$ cat src/pio_map.svh
`ifndef PIO_MAP_SVH
`define PIO_MAP_SVH

// ----------------------------------------------------------------------
// Register offsets (byte addresses)
// ----------------------------------------------------------------------
`define PIO_ADDR_W        4
`define PIO_OFS_CTRL      4'h0
`define PIO_OFS_STAT      4'h4

// ----------------------------------------------------------------------
// Control register field positions
// ----------------------------------------------------------------------
`define PIO_CTRL_DDR_BIT  0
`define PIO_CTRL_DLAT_BIT 1
`define PIO_CTRL_TLAT_BIT 2
`define PIO_CTRL_SEL_LSB  3
`define PIO_CTRL_INV_BIT  5
`define PIO_CTRL_GBX_BIT  6
`define PIO_CTRL_W        7

// ----------------------------------------------------------------------
// Status register field positions
// ----------------------------------------------------------------------
`define PIO_STAT_VAL_LSB  0
`define PIO_STAT_EN_LSB   2
`define PIO_STAT_CLK_BIT  4
`define PIO_STAT_CNT_LSB  5

// ----------------------------------------------------------------------
// Reset values
// ----------------------------------------------------------------------
`define PIO_CTRL_RST      7'h00
`define PIO_RDATA_RST     32'h0000_0000

`endif

$ cat src/pio_pkg.sv
package pio_pkg;

   // -------------------------------------------------------------------
   // Types
   // -------------------------------------------------------------------
   typedef enum logic [1:0] {
      PIO_CLK_ROUTING,
      PIO_CLK_EDGE_A,
      PIO_CLK_EDGE_B,
      PIO_CLK_STROBE
   } pio_clk_src_t;

   // Index 0 is cell A, index 1 the complementary cell B (gearbox only)
   typedef struct packed {
      logic [1:0] out_data_first_phase;
      logic [1:0] out_data_second_phase;
      logic       tri_ctrl_first_phase;
      logic       tri_ctrl_second_phase;
   } pio_word_t;

   typedef struct packed {
      logic         gearbox;
      logic         clk_inv;
      pio_clk_src_t clk_sel;
      logic         tri_latch;
      logic         data_latch;
      logic         ddr;
   } pio_ctrl_t;

endpackage : pio_pkg

$ cat src/pio_out_path.sv
// Added by the designer: the placing of the registers and the plain strobed port.
`timescale 1ns/1ps
`include "pio_map.svh"

// Notes on behaviour
// RQ1: Core data registered before reaching pad
// RQ2: Single rate: first phase via one element
// RQ3: Single-rate element is flip-flop or latch
// RQ4: Double rate: both phases captured on rise
// RQ5: Second phase latched in following cycle
// RQ6: Clock-driven mux alternates both double-rate paths
// RQ7: Output-enable control registered before pad
// RQ8: Single-rate enable via flip-flop or latch
// RQ9: Double-rate enable: capture, latch, clock mux
// RQ10: Cell pair gearbox takes four streams
// RQ11: Cell clock chosen from four sources
// RQ12: Optional inversion of selected cell clock
// RQ13: Clock high first phase, low second
module pio_out_path (
   input  wire logic                   sys_clk,
   input  wire logic                   rst_n,
   input  wire logic [`PIO_ADDR_W-1:0] reg_addr,
   input  wire logic [31:0]            reg_wdata,
   input  wire logic                   reg_wr,
   input  wire logic                   reg_rd,
   output      logic [31:0]            reg_rdata,
   input  wire logic                   clk_routing,
   input  wire logic                   edge_clock_a,
   input  wire logic                   edge_clock_b,
   input  wire logic                   strobe_clock,
   input  wire logic                   core_valid,
   input  wire pio_pkg::pio_word_t     core_word,
   output      logic                   core_ready,
   output      logic [1:0]             pad_drive_value,
   output      logic [1:0]             pad_drive_en
);
   import pio_pkg::*;

   // -------------------------------------------------------------------
   // Reset release
   // -------------------------------------------------------------------
   logic rst_meta_r;
   logic rst_sync_r;

   always_ff @(posedge sys_clk or negedge rst_n) begin
      if (!rst_n) begin
         rst_meta_r <= 1'b0;
         rst_sync_r <= 1'b0;
      end else begin
         rst_meta_r <= 1'b1;
         rst_sync_r <= rst_meta_r;
      end
   end

   // -------------------------------------------------------------------
   // Register port
   // -------------------------------------------------------------------
   pio_ctrl_t   ctrl_r;
   pio_ctrl_t   ctrl_nxt;
   logic [31:0] rdata_r;
   logic [31:0] rdata_nxt;
   logic [1:0]  count_r;
   logic        lvl_r;
   logic [1:0]  pad_val_r;
   logic [1:0]  pad_en_r;

   always_comb begin
      ctrl_nxt  = ctrl_r;
      rdata_nxt = `PIO_RDATA_RST;
      if (reg_wr && reg_addr == `PIO_OFS_CTRL) begin
         ctrl_nxt = pio_ctrl_t'(reg_wdata[`PIO_CTRL_W-1:0]);
      end
      if (reg_rd) begin
         case (reg_addr)
            `PIO_OFS_CTRL: begin
               rdata_nxt[`PIO_CTRL_W-1:0] = ctrl_r;
            end
            `PIO_OFS_STAT: begin
               rdata_nxt[`PIO_STAT_VAL_LSB +: 2] = pad_val_r;
               rdata_nxt[`PIO_STAT_EN_LSB +: 2]  = pad_en_r;
               rdata_nxt[`PIO_STAT_CLK_BIT]      = lvl_r;
               rdata_nxt[`PIO_STAT_CNT_LSB +: 2] = count_r;
            end
            default: begin
               rdata_nxt = `PIO_RDATA_RST;
            end
         endcase
      end
   end

   always_ff @(posedge sys_clk or negedge rst_sync_r) begin
      if (!rst_sync_r) begin
         ctrl_r  <= pio_ctrl_t'(`PIO_CTRL_RST);
         rdata_r <= `PIO_RDATA_RST;
      end else begin
         ctrl_r  <= ctrl_nxt;
         rdata_r <= rdata_nxt;
      end
   end

   assign reg_rdata = rdata_r;

   // -------------------------------------------------------------------
   // Cell clock selection
   // -------------------------------------------------------------------
   // Sources are pins, so each is synchronised before the selector
   logic [3:0] src_pin;
   logic [3:0] src_meta_r;
   logic [3:0] src_sync_r;
   logic       lvl_nxt;
   logic       rise;
   logic       fall;

   assign src_pin = {strobe_clock, edge_clock_b, edge_clock_a, clk_routing};

   generate
      for (genvar i = 0; i < 4; i++) begin : g_src_sync
         always_ff @(posedge sys_clk or negedge rst_sync_r) begin
            if (!rst_sync_r) begin
               src_meta_r[i] <= 1'b0;
               src_sync_r[i] <= 1'b0;
            end else begin
               src_meta_r[i] <= src_pin[i];
               src_sync_r[i] <= src_meta_r[i];
            end
         end
      end
   endgenerate

   always_comb begin
      lvl_nxt = src_sync_r[ctrl_r.clk_sel] ^ ctrl_r.clk_inv;       // see RQ11 see RQ12
   end

   always_ff @(posedge sys_clk or negedge rst_sync_r) begin
      if (!rst_sync_r) begin
         lvl_r <= 1'b0;
      end else begin
         lvl_r <= lvl_nxt;
      end
   end

   assign rise = lvl_nxt & ~lvl_r;
   assign fall = ~lvl_nxt & lvl_r;

   // -------------------------------------------------------------------
   // Two-entry buffer between core and cell registers
   // -------------------------------------------------------------------
   pio_word_t  buf_r [2];
   pio_word_t  buf_nxt [2];
   logic       wr_ptr_r;
   logic       wr_ptr_nxt;
   logic       rd_ptr_r;
   logic       rd_ptr_nxt;
   logic [1:0] count_nxt;
   logic       push;
   logic       pop;
   logic       head_vld;
   logic       sdr_latch;
   pio_word_t  head;

   assign core_ready = (count_r != 2'd2);
   assign head_vld   = (count_r != 2'd0);
   assign head       = buf_r[rd_ptr_r];
   assign push       = core_valid & core_ready;
   assign sdr_latch  = ~ctrl_r.ddr & (ctrl_r.data_latch | ctrl_r.tri_latch);
   // A latch stays open while the clock is high, so its word leaves at the fall
   assign pop        = head_vld & (sdr_latch ? fall : rise);

   always_comb begin
      buf_nxt    = buf_r;
      wr_ptr_nxt = wr_ptr_r;
      rd_ptr_nxt = rd_ptr_r;
      count_nxt  = count_r;
      if (push) begin
         buf_nxt[wr_ptr_r] = core_word;
         wr_ptr_nxt        = ~wr_ptr_r;
      end
      if (pop) begin
         rd_ptr_nxt = ~rd_ptr_r;
      end
      case ({push, pop})
         2'b10:   count_nxt = count_r + 2'd1;
         2'b01:   count_nxt = count_r - 2'd1;
         default: count_nxt = count_r;
      endcase
   end

   always_ff @(posedge sys_clk or negedge rst_sync_r) begin
      if (!rst_sync_r) begin
         buf_r[0] <= '0;
         buf_r[1] <= '0;
         wr_ptr_r <= 1'b0;
         rd_ptr_r <= 1'b0;
         count_r  <= 2'd0;
      end else begin
         buf_r    <= buf_nxt;
         wr_ptr_r <= wr_ptr_nxt;
         rd_ptr_r <= rd_ptr_nxt;
         count_r  <= count_nxt;
      end
   end

   // -------------------------------------------------------------------
   // Output and tristate storage
   // -------------------------------------------------------------------
   // An empty buffer leaves every element but the second-phase latches holding its last value
   logic [1:0] dneg_r, dneg_nxt;
   logic [1:0] dpos_r, dpos_nxt;
   logic [1:0] dlat_r, dlat_nxt;
   logic       tneg_r, tneg_nxt;
   logic       tpos_r, tpos_nxt;
   logic       tlat_r, tlat_nxt;
   logic       take;

   assign take = head_vld & rise;

   always_comb begin
      dneg_nxt = dneg_r;
      dpos_nxt = dpos_r;
      tneg_nxt = tneg_r;
      tpos_nxt = tpos_r;
      if (ctrl_r.ddr) begin
         if (take) begin
            dneg_nxt = head.out_data_first_phase;                   // see RQ4
            dpos_nxt = head.out_data_second_phase;                  // see RQ4
            tneg_nxt = head.tri_ctrl_first_phase;                   // see RQ9
            tpos_nxt = head.tri_ctrl_second_phase;                  // see RQ9
         end
      end else begin
         if (ctrl_r.data_latch) begin
            if (head_vld && lvl_nxt) begin
               dneg_nxt = head.out_data_first_phase;                // see RQ3
            end
         end else if (take) begin
            dneg_nxt = head.out_data_first_phase;                   // see RQ2 see RQ3
         end
         if (ctrl_r.tri_latch) begin
            if (head_vld && lvl_nxt) begin
               tneg_nxt = head.tri_ctrl_first_phase;                // see RQ8
            end
         end else if (take) begin
            tneg_nxt = head.tri_ctrl_first_phase;                   // see RQ8
         end
      end
      // Second-phase latch is open during the low half after capture
      dlat_nxt = lvl_nxt ? dlat_r : dpos_r;                         // see RQ5
      tlat_nxt = lvl_nxt ? tlat_r : tpos_r;                         // see RQ9
   end

   always_ff @(posedge sys_clk or negedge rst_sync_r) begin
      if (!rst_sync_r) begin
         dneg_r <= 2'b00;
         dpos_r <= 2'b00;
         dlat_r <= 2'b00;
         tneg_r <= 1'b0;
         tpos_r <= 1'b0;
         tlat_r <= 1'b0;
      end else begin
         dneg_r <= dneg_nxt;                                        // see RQ1
         dpos_r <= dpos_nxt;
         dlat_r <= dlat_nxt;
         tneg_r <= tneg_nxt;                                        // see RQ7
         tpos_r <= tpos_nxt;
         tlat_r <= tlat_nxt;
      end
   end

   // -------------------------------------------------------------------
   // Pad multiplexer and gearbox
   // -------------------------------------------------------------------
   logic [1:0] pad_val_nxt;
   logic [1:0] pad_en_nxt;
   logic [1:0] dsel;
   logic       tsel;

   always_comb begin
      if (ctrl_r.ddr) begin
         dsel = lvl_r ? dneg_r : dlat_r;                            // see RQ6 see RQ13
         tsel = lvl_r ? tneg_r : tlat_r;                            // see RQ9 see RQ13
      end else begin
         dsel = dneg_r;                                             // see RQ2
         tsel = tneg_r;                                             // see RQ8
      end
      pad_val_nxt = 2'b00;
      pad_en_nxt  = 2'b00;
      pad_val_nxt[0] = dsel[0];
      pad_en_nxt[0]  = tsel;
      // Cell B only drives when the pair is ganged as a gearbox
      if (ctrl_r.gearbox) begin
         pad_val_nxt[1] = dsel[1];                                  // see RQ10
         pad_en_nxt[1]  = tsel;                                     // see RQ10
      end
   end

   always_ff @(posedge sys_clk or negedge rst_sync_r) begin
      if (!rst_sync_r) begin
         pad_val_r <= 2'b00;
         pad_en_r  <= 2'b00;
      end else begin
         pad_val_r <= pad_val_nxt;
         pad_en_r  <= pad_en_nxt;
      end
   end

   assign pad_drive_value = pad_val_r;
   assign pad_drive_en    = pad_en_r;

endmodule : pio_out_path

$ cat config.mk
export PLATFORM = sky130hd
export DESIGN_NAME = pio_out_path
export DESIGN_NICKNAME = d
export VERILOG_FILES = /design/src/pio_pkg.sv /design/src/pio_out_path.sv
export VERILOG_INCLUDE_DIRS = /design/src /design/src/src
export SDC_FILE = /design/constraint.sdc
export NUM_CORES = 1
export LEC_CHECK = 0
export BUFFER_PORTS_ARGS = -buffer_cell sky130_fd_sc_hd__clkbuf_2
export CAP_MARGIN = 40
export CORE_MARGIN = 2
export CORE_UTILIZATION = 25
export CTS_CLUSTER_DIAMETER = 100
export DETAILED_ROUTE_END_ITERATION = 10
export PLACE_DENSITY = 0.5
export SETUP_SLACK_MARGIN = 0.2
export SYNTH_ARGS = -nofsm -noshare
export SYNTH_HDL_FRONTEND = slang
export SYNTH_SLANG_ARGS = --single-unit
$ cat constraint.sdc
create_clock -name sys_clk -period 1.5 [get_ports sys_clk]
set_input_delay 0.15 -clock sys_clk [delete_from_list [all_inputs] [get_ports sys_clk]]
set_output_delay 0.15 -clock sys_clk [all_outputs]
set_load 0.02 [all_outputs]
Word level (Yosys, flattened, before mapping):

Index checks and enable logic that the tools add are counted.

* bits in registers: 79
* bits in latches: 0
* memories: 0
* logic and storage cells: 97
* bits of input ports: 51
* memory bits (read-only): 0
* memory bits (writable): 0
* output and inout port bits: 37

* shift-type cells: 0
* $mul: 0
* bitwise logic cells: 15
* reductions and logical operators: 7
* add/sub/neg operators: 2
* equal/unequal tests: 6
* muxes and demuxes: 26
* order comparisons: 4
* divide/modulo/power cells: 0

Operator list (number)
* 6-bit two-way mux: 4
* 7-bit case mux with 2 select lines: 1
* 12-bit bitwise mux: 1
* 2-bit two-way mux: 6
* 1-bit two-way mux: 10
* 7-bit two-way mux: 1
* 1-bit bitwise AND: 6
* 6-bit demux with 1-bit select: 1
* 3-bit by 2-bit inequality test with 1-bit output (second input constant): 2
* 1-bit inverter: 5
* 4-bit by 3-bit == test with 1-bit output (second input constant): 1
* 2-bit greater-or-equal comparator (second input constant): 2
* 4-bit zero test: 1
* 1-bit inverter with 2-bit output: 2
* 2-bit case mux with 2 select lines: 1
* 2-bit nonzero test: 2
* 1-bit logical AND: 3
* 2-bit by 3-bit < comparator with 1-bit output (second input constant): 1
* 2-bit by 1-bit adder with 2-bit output (second input constant): 1
* 1-bit binary-select mux with 2-bit select: 1
* 2-bit by 1-bit == test with 1-bit output (second input constant): 1
* 2-bit == test (second input constant): 1
* 2-bit by 1-bit < comparator with 1-bit output (second input constant): 1
* 2-bit inequality test (second input constant): 1
* 4 further kinds: 4

Logic depth before layout (Yosys ltp):

Gate-level depths: netlist (run 1).

* depth after elaboration: 9
* mapped depth: 7
* mapped depth without buffers: 7

Least setup slack after synthesis (run 1):

No wires, ideal clock.

* kind: flip-flop to flip-flop
* start point: register ctrl_r[3] (netlist bit)
* end point: register count_r[1]
* data arrival time: 2004 ps
* setup time: 79 ps
* data required time: 1421 ps
* path slack: -583 ps
* path buffers: 0
* stages on the path, launching flop included: 7
* period minus slack after synthesis: 2083 ps
* path through: dfrtp_1 -> mux4_2 -> xnor2_4 -> mux2i_1 -> ha_1 -> nor2_1 -> xor2_1

* longest elaborated chain between the ends: 9
* elaborated cells on any way between the ends: 12
* those cells by class: eq/ne: 2; mux: 4; bitwise: 5; reduce/logical: 1

Ends and longest elaborated chain
* start, declared: line pio_out_path.sv:58 `pio_ctrl_t ctrl_r;`
* start signal, assigned: line pio_out_path.sv:93 `` ctrl_r <= pio_ctrl_t'(`PIO_CTRL_RST); ``
* start signal, assigned: line pio_out_path.sv:96 `ctrl_r <= ctrl_nxt;`
* 1-bit binary-select mux with 2-bit select *: line pio_out_path.sv:131 `lvl_nxt = src_sync_r[ctrl_r.clk_sel] ^ ctrl_r.clk_inv;`
* 1-bit two-way mux (implied by the code) *: line pio_out_path.sv:131
* 1-bit bitwise XOR *: line pio_out_path.sv:131
* 1-bit inverter: line pio_out_path.sv:143 `assign fall = ~lvl_nxt & lvl_r;`
* 1-bit bitwise AND: line pio_out_path.sv:143
* 1-bit two-way mux *: line pio_out_path.sv:167 `assign pop = head_vld & (sdr_latch ? fall : rise);`
* 1-bit bitwise AND *: line pio_out_path.sv:167
* via pop: line pio_out_path.sv:156 `logic pop;`
* 2-bit by 1-bit == test with 1-bit output or 2-bit == test (tied branches): line pio_out_path.sv:181 `case ({push, pop})`
* 2-bit case mux with 2 select lines or 2-bit nonzero test (tied branches)
* end signal, assigned: line pio_out_path.sv:199 `count_r <= count_nxt;`
* end, declared: line pio_out_path.sv:62 `logic [1:0] count_r;`

The timed path passes the listed nets; every way through them passes the cells marked *. The select of a mux whose other input is x is not followed.
A chain may end at the register's enable or synchronous reset.

Final worst setup path (run 1):

Same ends and word-level chain as after synthesis.

==> flow_summary.json, run 1 <==
{
  "synth_area_leaders": "dfrtp_1, mux2_2, buf_4",
  "dp_hpwl_um": 3138,
  "setup.worst_path.end_class": "register",
  "drive_above_1_share_pct": 48.94,
  "grt_pass1_wl_um": 6672,
  "path_cells": "mux4_2 > xnor2_4 > mux2i_2 > ha_1 > nor2_2 > xor2_1",
  "initial_core_util_pct": 25.44,
  "fin_ws_ps": -515.3,
  "htreeDepth": 2,
  "crit_slowest_cell": "mux4_2",
  "maxSlewViolCount": 0,
  "die_area_um2": 10060,
  "rsz0062_at_grt": "true",
  "tritoncts": "done",
  "route.detailed.wl_per_inst_um": 11.88,
  "yosys.area.top_type": "dfrtp_1",
  "coreArea_um2": 9109,
  "p_leak_uw": 0.001442,
  "status": "complete, but fails checks",
  "numCtsBuffers": 5,
  "synth_cells": 163,
  "yosysWarnings": 0,
  "violations": "setup timing",
  "clock-root-buffer": "clkbuf_8",
  "clockBufferDepth": 2,
  "cts.sinks": 54,
  "yosysUniqueCellTypes": 28,
  "required_ps": 1730,
  "hold_viol_final": 0,
  "drtIter0Drc": 35,
  "min_path_type": "primary input to register",
  "antenna_found_initial": 0,
  "via_per_inst": 3.991,
  "finalSetupViolCount": 13,
  "std_cell_rows": 35,
  "max_cap_viol_count": 0,
  "post-route-drc-count": 0,
  "synth.cell_area_um2": 2317,
  "skew_ps": 10.39,
  "grt-ovfl-total": 0,
  "grt_util_all_layers_pct": 8.611,
  "io_buffers": 37,
  "synthArstFlopShare_pct": 100.0,
  "start_kind": "register",
  "r2r_start": "ctrl_r[3]",
  "syn_avg_cell_area_um2": 14.22,
  "max_stage_delay_ps": 560,
  "grt_max_degree": 53,
  "grt_pass1_vias": 1396,
  "fmax_mhz": 496.2,
  "cpLargestDelayFamily": "multiplexers",
  "ys_seq_area_share_pct": 58.32,
  "synth_common_cells": "dfrtp_1, mux2_2, buf_4",
  "synth-main-ff-cell": "dfrtp_1",
  "hold_start": "reg_wdata[3]",
  "drt_wl_total_um": 4112,
  "io_pins": 88,
  "routabilityCongestion": 0.6843,
  "critPathArrivalTime_ps": 2250,
  "ys_seq_elements": 54,
  "syn2layout_area_growth_pct": 31.37,
  "path_max_fanout": 2,
  "fin_crit_ps": 2015,
  "firstDrtPassIters": 4,
  "fin_hold_ws_ps": 75.71,
  "path_buf_inv": 0,
  "clk_latency_ps": 300,
  "dr_total_vias": 1381,
  "cts.reportedPaths.clkPinSlew_ps": 90,
  "synth_top_area_share_pct": 58.32,
  "power.density_nw_per_um2": 1784,
  "die-width_um": 100.3,
  "synth.most_common_cell": "dfrtp_1",
  "layout.nets": 286,
  "drtAntennaViolNets": 0,
  "antenna_cells": 0,
  "vdd_drop_max_v": 0.0004510,
  "crit_start": "ctrl_r[3]",
  "setup_tns_ps": -5147,
  "finalCritPeriodShare_pct": 134.4,
  "synth_edf_count": 0,
  "worstSetupPathType": "register to register",
  "chipHeight_um": 100.3
}
-- state kept, by name (all words and copies together) (netlist names) --
register / count
buf_r: 12
count_r: 2
ctrl_r: 7
dlat_r: 2
dneg_r: 2
dpos_r: 2
lvl_r: 1
pad_drive_en: 2
pad_drive_value: 2
rd_ptr_r: 1
reg_rdata: 7
rst_meta_r: 1
rst_sync_r: 1
src_meta_r: 4
src_sync_r: 4
tlat_r: 1
tneg_r: 1
tpos_r: 1
wr_ptr_r: 1
-- what timing repair did --
item | CTS | global route
hold endpoints to repair | 6 | 0
buffers inserted | 4 | 0
gates resized for setup | 21 | 8
setup endpoints to repair | 28 | 28
pin swaps | 3 | 0
hold buffers | 5 | 0
-- report_power, final --
group	internal, uW	total [uW]	leakage, uW	switching, uW
Clock	544	981	0.0000585	437
Sequential	1930	2220	0.000657	294
Combinational	1370	2220	0.000726	855
-- cell type report --
type | count | area (um^2)
Clock buffer | 7 | 86.33
Clock inverter | 1 | 30.03
Fill cell | 915 | 6065
Inverter | 1 | 3.754
Multi-Input combinational cell | 106 | 959.7
Sequential cell | 54 | 1353
Tap cell | 111 | 138.9
Timing Repair Buffer | 66 | 473.0
-- layout by cell type (no fill, tap or decap), types with 3 or more instances in the layout --
cell           netlist  layout
dfrtp_1             54      53
clkbuf_2             0      36
conb_1               2      26
mux2_2              30      23
buf_4               25      16
mux2_4               0      12
nor2b_1              9       8
a22oi_1              7       7
clkbuf_8             0       6
buf_6                0       6
dlygate4sd3_1        0       5
xnor2_1              3       3
-- metal layers --
layer  GRT usage [%]  wire length (um)
met2           13.78              2029
met3           2.507               179
met4           3.477                68
met1           10.95              1834
met5               0                 0
-- stage by stage --
step,cells,util [%],total power [uW],cell area [um^2],worst slack [ps]
global placement,329,29.96,4033,2729,-499.7
floorplan,187,-,3422,2421,-582.6
CTS,346,33.13,5416,3018,-549.5
global route,346,33.42,5799,3044,-632.5
detailed placement,329,29.96,4058,2729,-535.9
finish,346,33.42,5429,3044,-515.3
-- path summary, 6_finish.rpt --
check	cells past startpoint	slack, ps	end
worst max-delay path	6	-520	count_r[1]
worst min-delay path	2	80	ctrl_r[3]
worst max register to register	6	-520	count_r[1]
worst min register to register	1	250	src_meta_r[3]
max in group asynchronous	1	1000	count_r[0]
min in group asynchronous	2	150	rst_sync_r
-- cell families (layout without fill, tap and decap cells) --
family	after synthesis	in the layout	share of synthesized area (%)
other	2	26	0.3241
AND/OR/NAND/NOR	24	24	6.588
AO/OA/AOI/OAI	10	10	3.402
buffers and inverters	27	75	8.423
adder cells (fa/ha/maj)	1	1	0.5399
XOR/XNOR	6	6	3.078
flip-flops	54	54	58.32
multiplexers	39	39	19.33
Note: power is estimated with default switching activity, not from simulation.
==> inputs of run 2 (changes only) <==
--- a/config.mk
+++ b/config.mk
@@ -10,6 +10,7 @@
 export CAP_MARGIN = 40
 export CORE_MARGIN = 2
 export CORE_UTILIZATION = 25
+export CTS_BUF_LIST = sky130_fd_sc_hd__clkbuf_4 sky130_fd_sc_hd__clkbuf_8
 export CTS_CLUSTER_DIAMETER = 100
 export DETAILED_ROUTE_END_ITERATION = 10
 export PLACE_DENSITY = 0.5
==> run 2 against run 1 <==
Effect of this change:
- the flow still finishes with violations (setup timing)
- cell area rose by 0.12%
- register-to-register slack barely moved
- wire length is 0.46% lower
- non-clock buffer count unchanged
- critical path type unchanged
- critical endpoint unchanged
==> flow_summary.json, run 2 (synthesis results as in run 1) <==
{
  "clk_latency_ps": 300,
  "io_buffers": 37,
  "grt-ovfl-total": 0,
  "dp_hpwl_um": 3138,
  "coreArea_um2": 9109,
  "htreeDepth": 2,
  "cts.reportedPaths.clkPinSlew_ps": 90,
  "route.detailed.wl_per_inst_um": 11.83,
  "pre_cts_slack_ps": -535.9,
  "top_register": "buf_r",
  "die_area_um2": 10060,
  "grt_pass1_wl_um": 6699,
  "via_per_inst": 4.000,
  "cts.sinks": 54,
  "post-route-drc-count": 0,
  "final_common_cell": "dfrtp_1",
  "p_leak_uw": 0.001446,
  "io_pins": 88,
  "grt_util_all_layers_pct": 8.626,
  "setup.worst_path.end_class": "register",
  "drtAntennaViolNets": 0,
  "nFillCells": 917,
  "chipHeight_um": 100.3,
  "drtIter0Drc": 28,
  "grt_max_degree": 53,
  "syn2layout_area_growth_pct": 31.53,
  "start_kind": "register",
  "clock-root-buffer": "clkbuf_8",
  "drt_wl_total_um": 4093,
  "fin_hold_ws_ps": 79.34,
  "largest_reg_flops": 12,
  "min_path_type": "primary input to register",
  "clockBufferDepth": 2,
  "routabilityCongestion": 0.6843,
  "multi_input_comb_area_um2": 959.7,
  "layout_common_cells": "dfrtp_1, clkbuf_2, conb_1",
  "vdd_drop_max_v": 0.0004513,
  "status": "complete, but fails checks",
  "antenna_found_initial": 0,
  "maxSlewViolCount": 0,
  "skew_ps": 8.187,
  "path_max_fanout": 2,
  "layout.nets": 286,
  "antenna_cells": 0,
  "grt_pass1_vias": 1387,
  "numCtsBuffers": 5,
  "finalCritPeriodShare_pct": 134.3,
  "fin_crit_ps": 2015,
  "fmax_mhz": 496.2,
  "fin_ws_ps": -515.2,
  "tritoncts": "done",
  "rsz0062_at_grt": "true",
  "drive_above_1_share_pct": 49.36,
  "dr_total_vias": 1384,
  "violations": "setup timing",
  "die-width_um": 100.3,
  "required_ps": 1730,
  "finalSetupViolCount": 13,
  "firstDrtPassIters": 4,
  "initial_core_util_pct": 25.44,
  "max_cap_viol_count": 0,
  "std_cell_rows": 35,
  "critPathArrivalTime_ps": 2250,
  "power.density_nw_per_um2": 1786,
  "worstSetupPathType": "register to register",
  "hold_viol_final": 0,
  "ff_latch_area_um2": 1353
}
[run 2: cell counts in the layout (fill, tap and decap cells not counted)]
Identical to the previous run, type by type.
[run 2: final timing paths]
check	end	cells past startpoint	slack (ps)	from
max in group asynchronous	count_r[0]	1	1010	rst_sync_r
worst min register to register	src_meta_r[2]	1	260	rst_sync_r
min in group asynchronous	rst_sync_r	2	150	rst_n
worst min-delay path	ctrl_r[3]	2	80	reg_wdata[3]
worst max register to register	count_r[1]	6	-520	ctrl_r[3]
worst max-delay path	count_r[1]	6	-520	ctrl_r[3]
[run 2: worst max-delay path, stage by stage, from the launching register on]
cell and delay, ps:
dfrtp_1 380, mux4_2 560, xnor2_4 190, mux2i_2 250
ha_1 290, nor2_2 130, xor2_1 150
[run 2: repair_timing]
item / 4_1_cts / 5_1_grt
setup endpoints to repair: 28 / 28
endpoints found under the hold margin: 6 / 0
pin swaps: 3 / 0
hold buffers: 5 / 0
gates resized for setup: 21 / 8
buffers inserted: 4 / 0
[run 2: final cells by class]
class                   instances  share of cell area, %
well taps                     111                  4.557
repair buffers                 66                  15.52
flip-flops and latches         54                  44.38
clock inverters                 1                 0.9852
clock buffers                   7                  2.956
multi-input cells             106                  31.49
inverters                       1                 0.1232
[run 2: per-layer routing]
metal | routed length, um | GRT usage (%)
met4 | 68 | 3.477
met2 | 2021 | 13.84
met3 | 180 | 2.507
met1 | 1822 | 10.95
met5 | 0 | 0
[run 2: power breakdown]
group,leakage [uW],switching [uW],internal [uW],total [uW]
sequential,0.000657,293,1930,2220
clock,0.0000619,435,562,997
combinational,0.000726,855,1370,2220
total,0.00145,1580,3860,5440
[run 2: per-stage QoR]
step	setup TNS [ps]	util, %	power, uW	area, um^2	instances
final	-5145	33.46	5444	3048	346
after detailed placement	-4887	29.96	4058	2729	329
after floorplan	-4263	-	3422	2421	187
after CTS	-5350	33.17	5435	3022	346
after global routing	-6418	33.46	5817	3048	346
after global placement	-4630	29.96	4033	2729	329
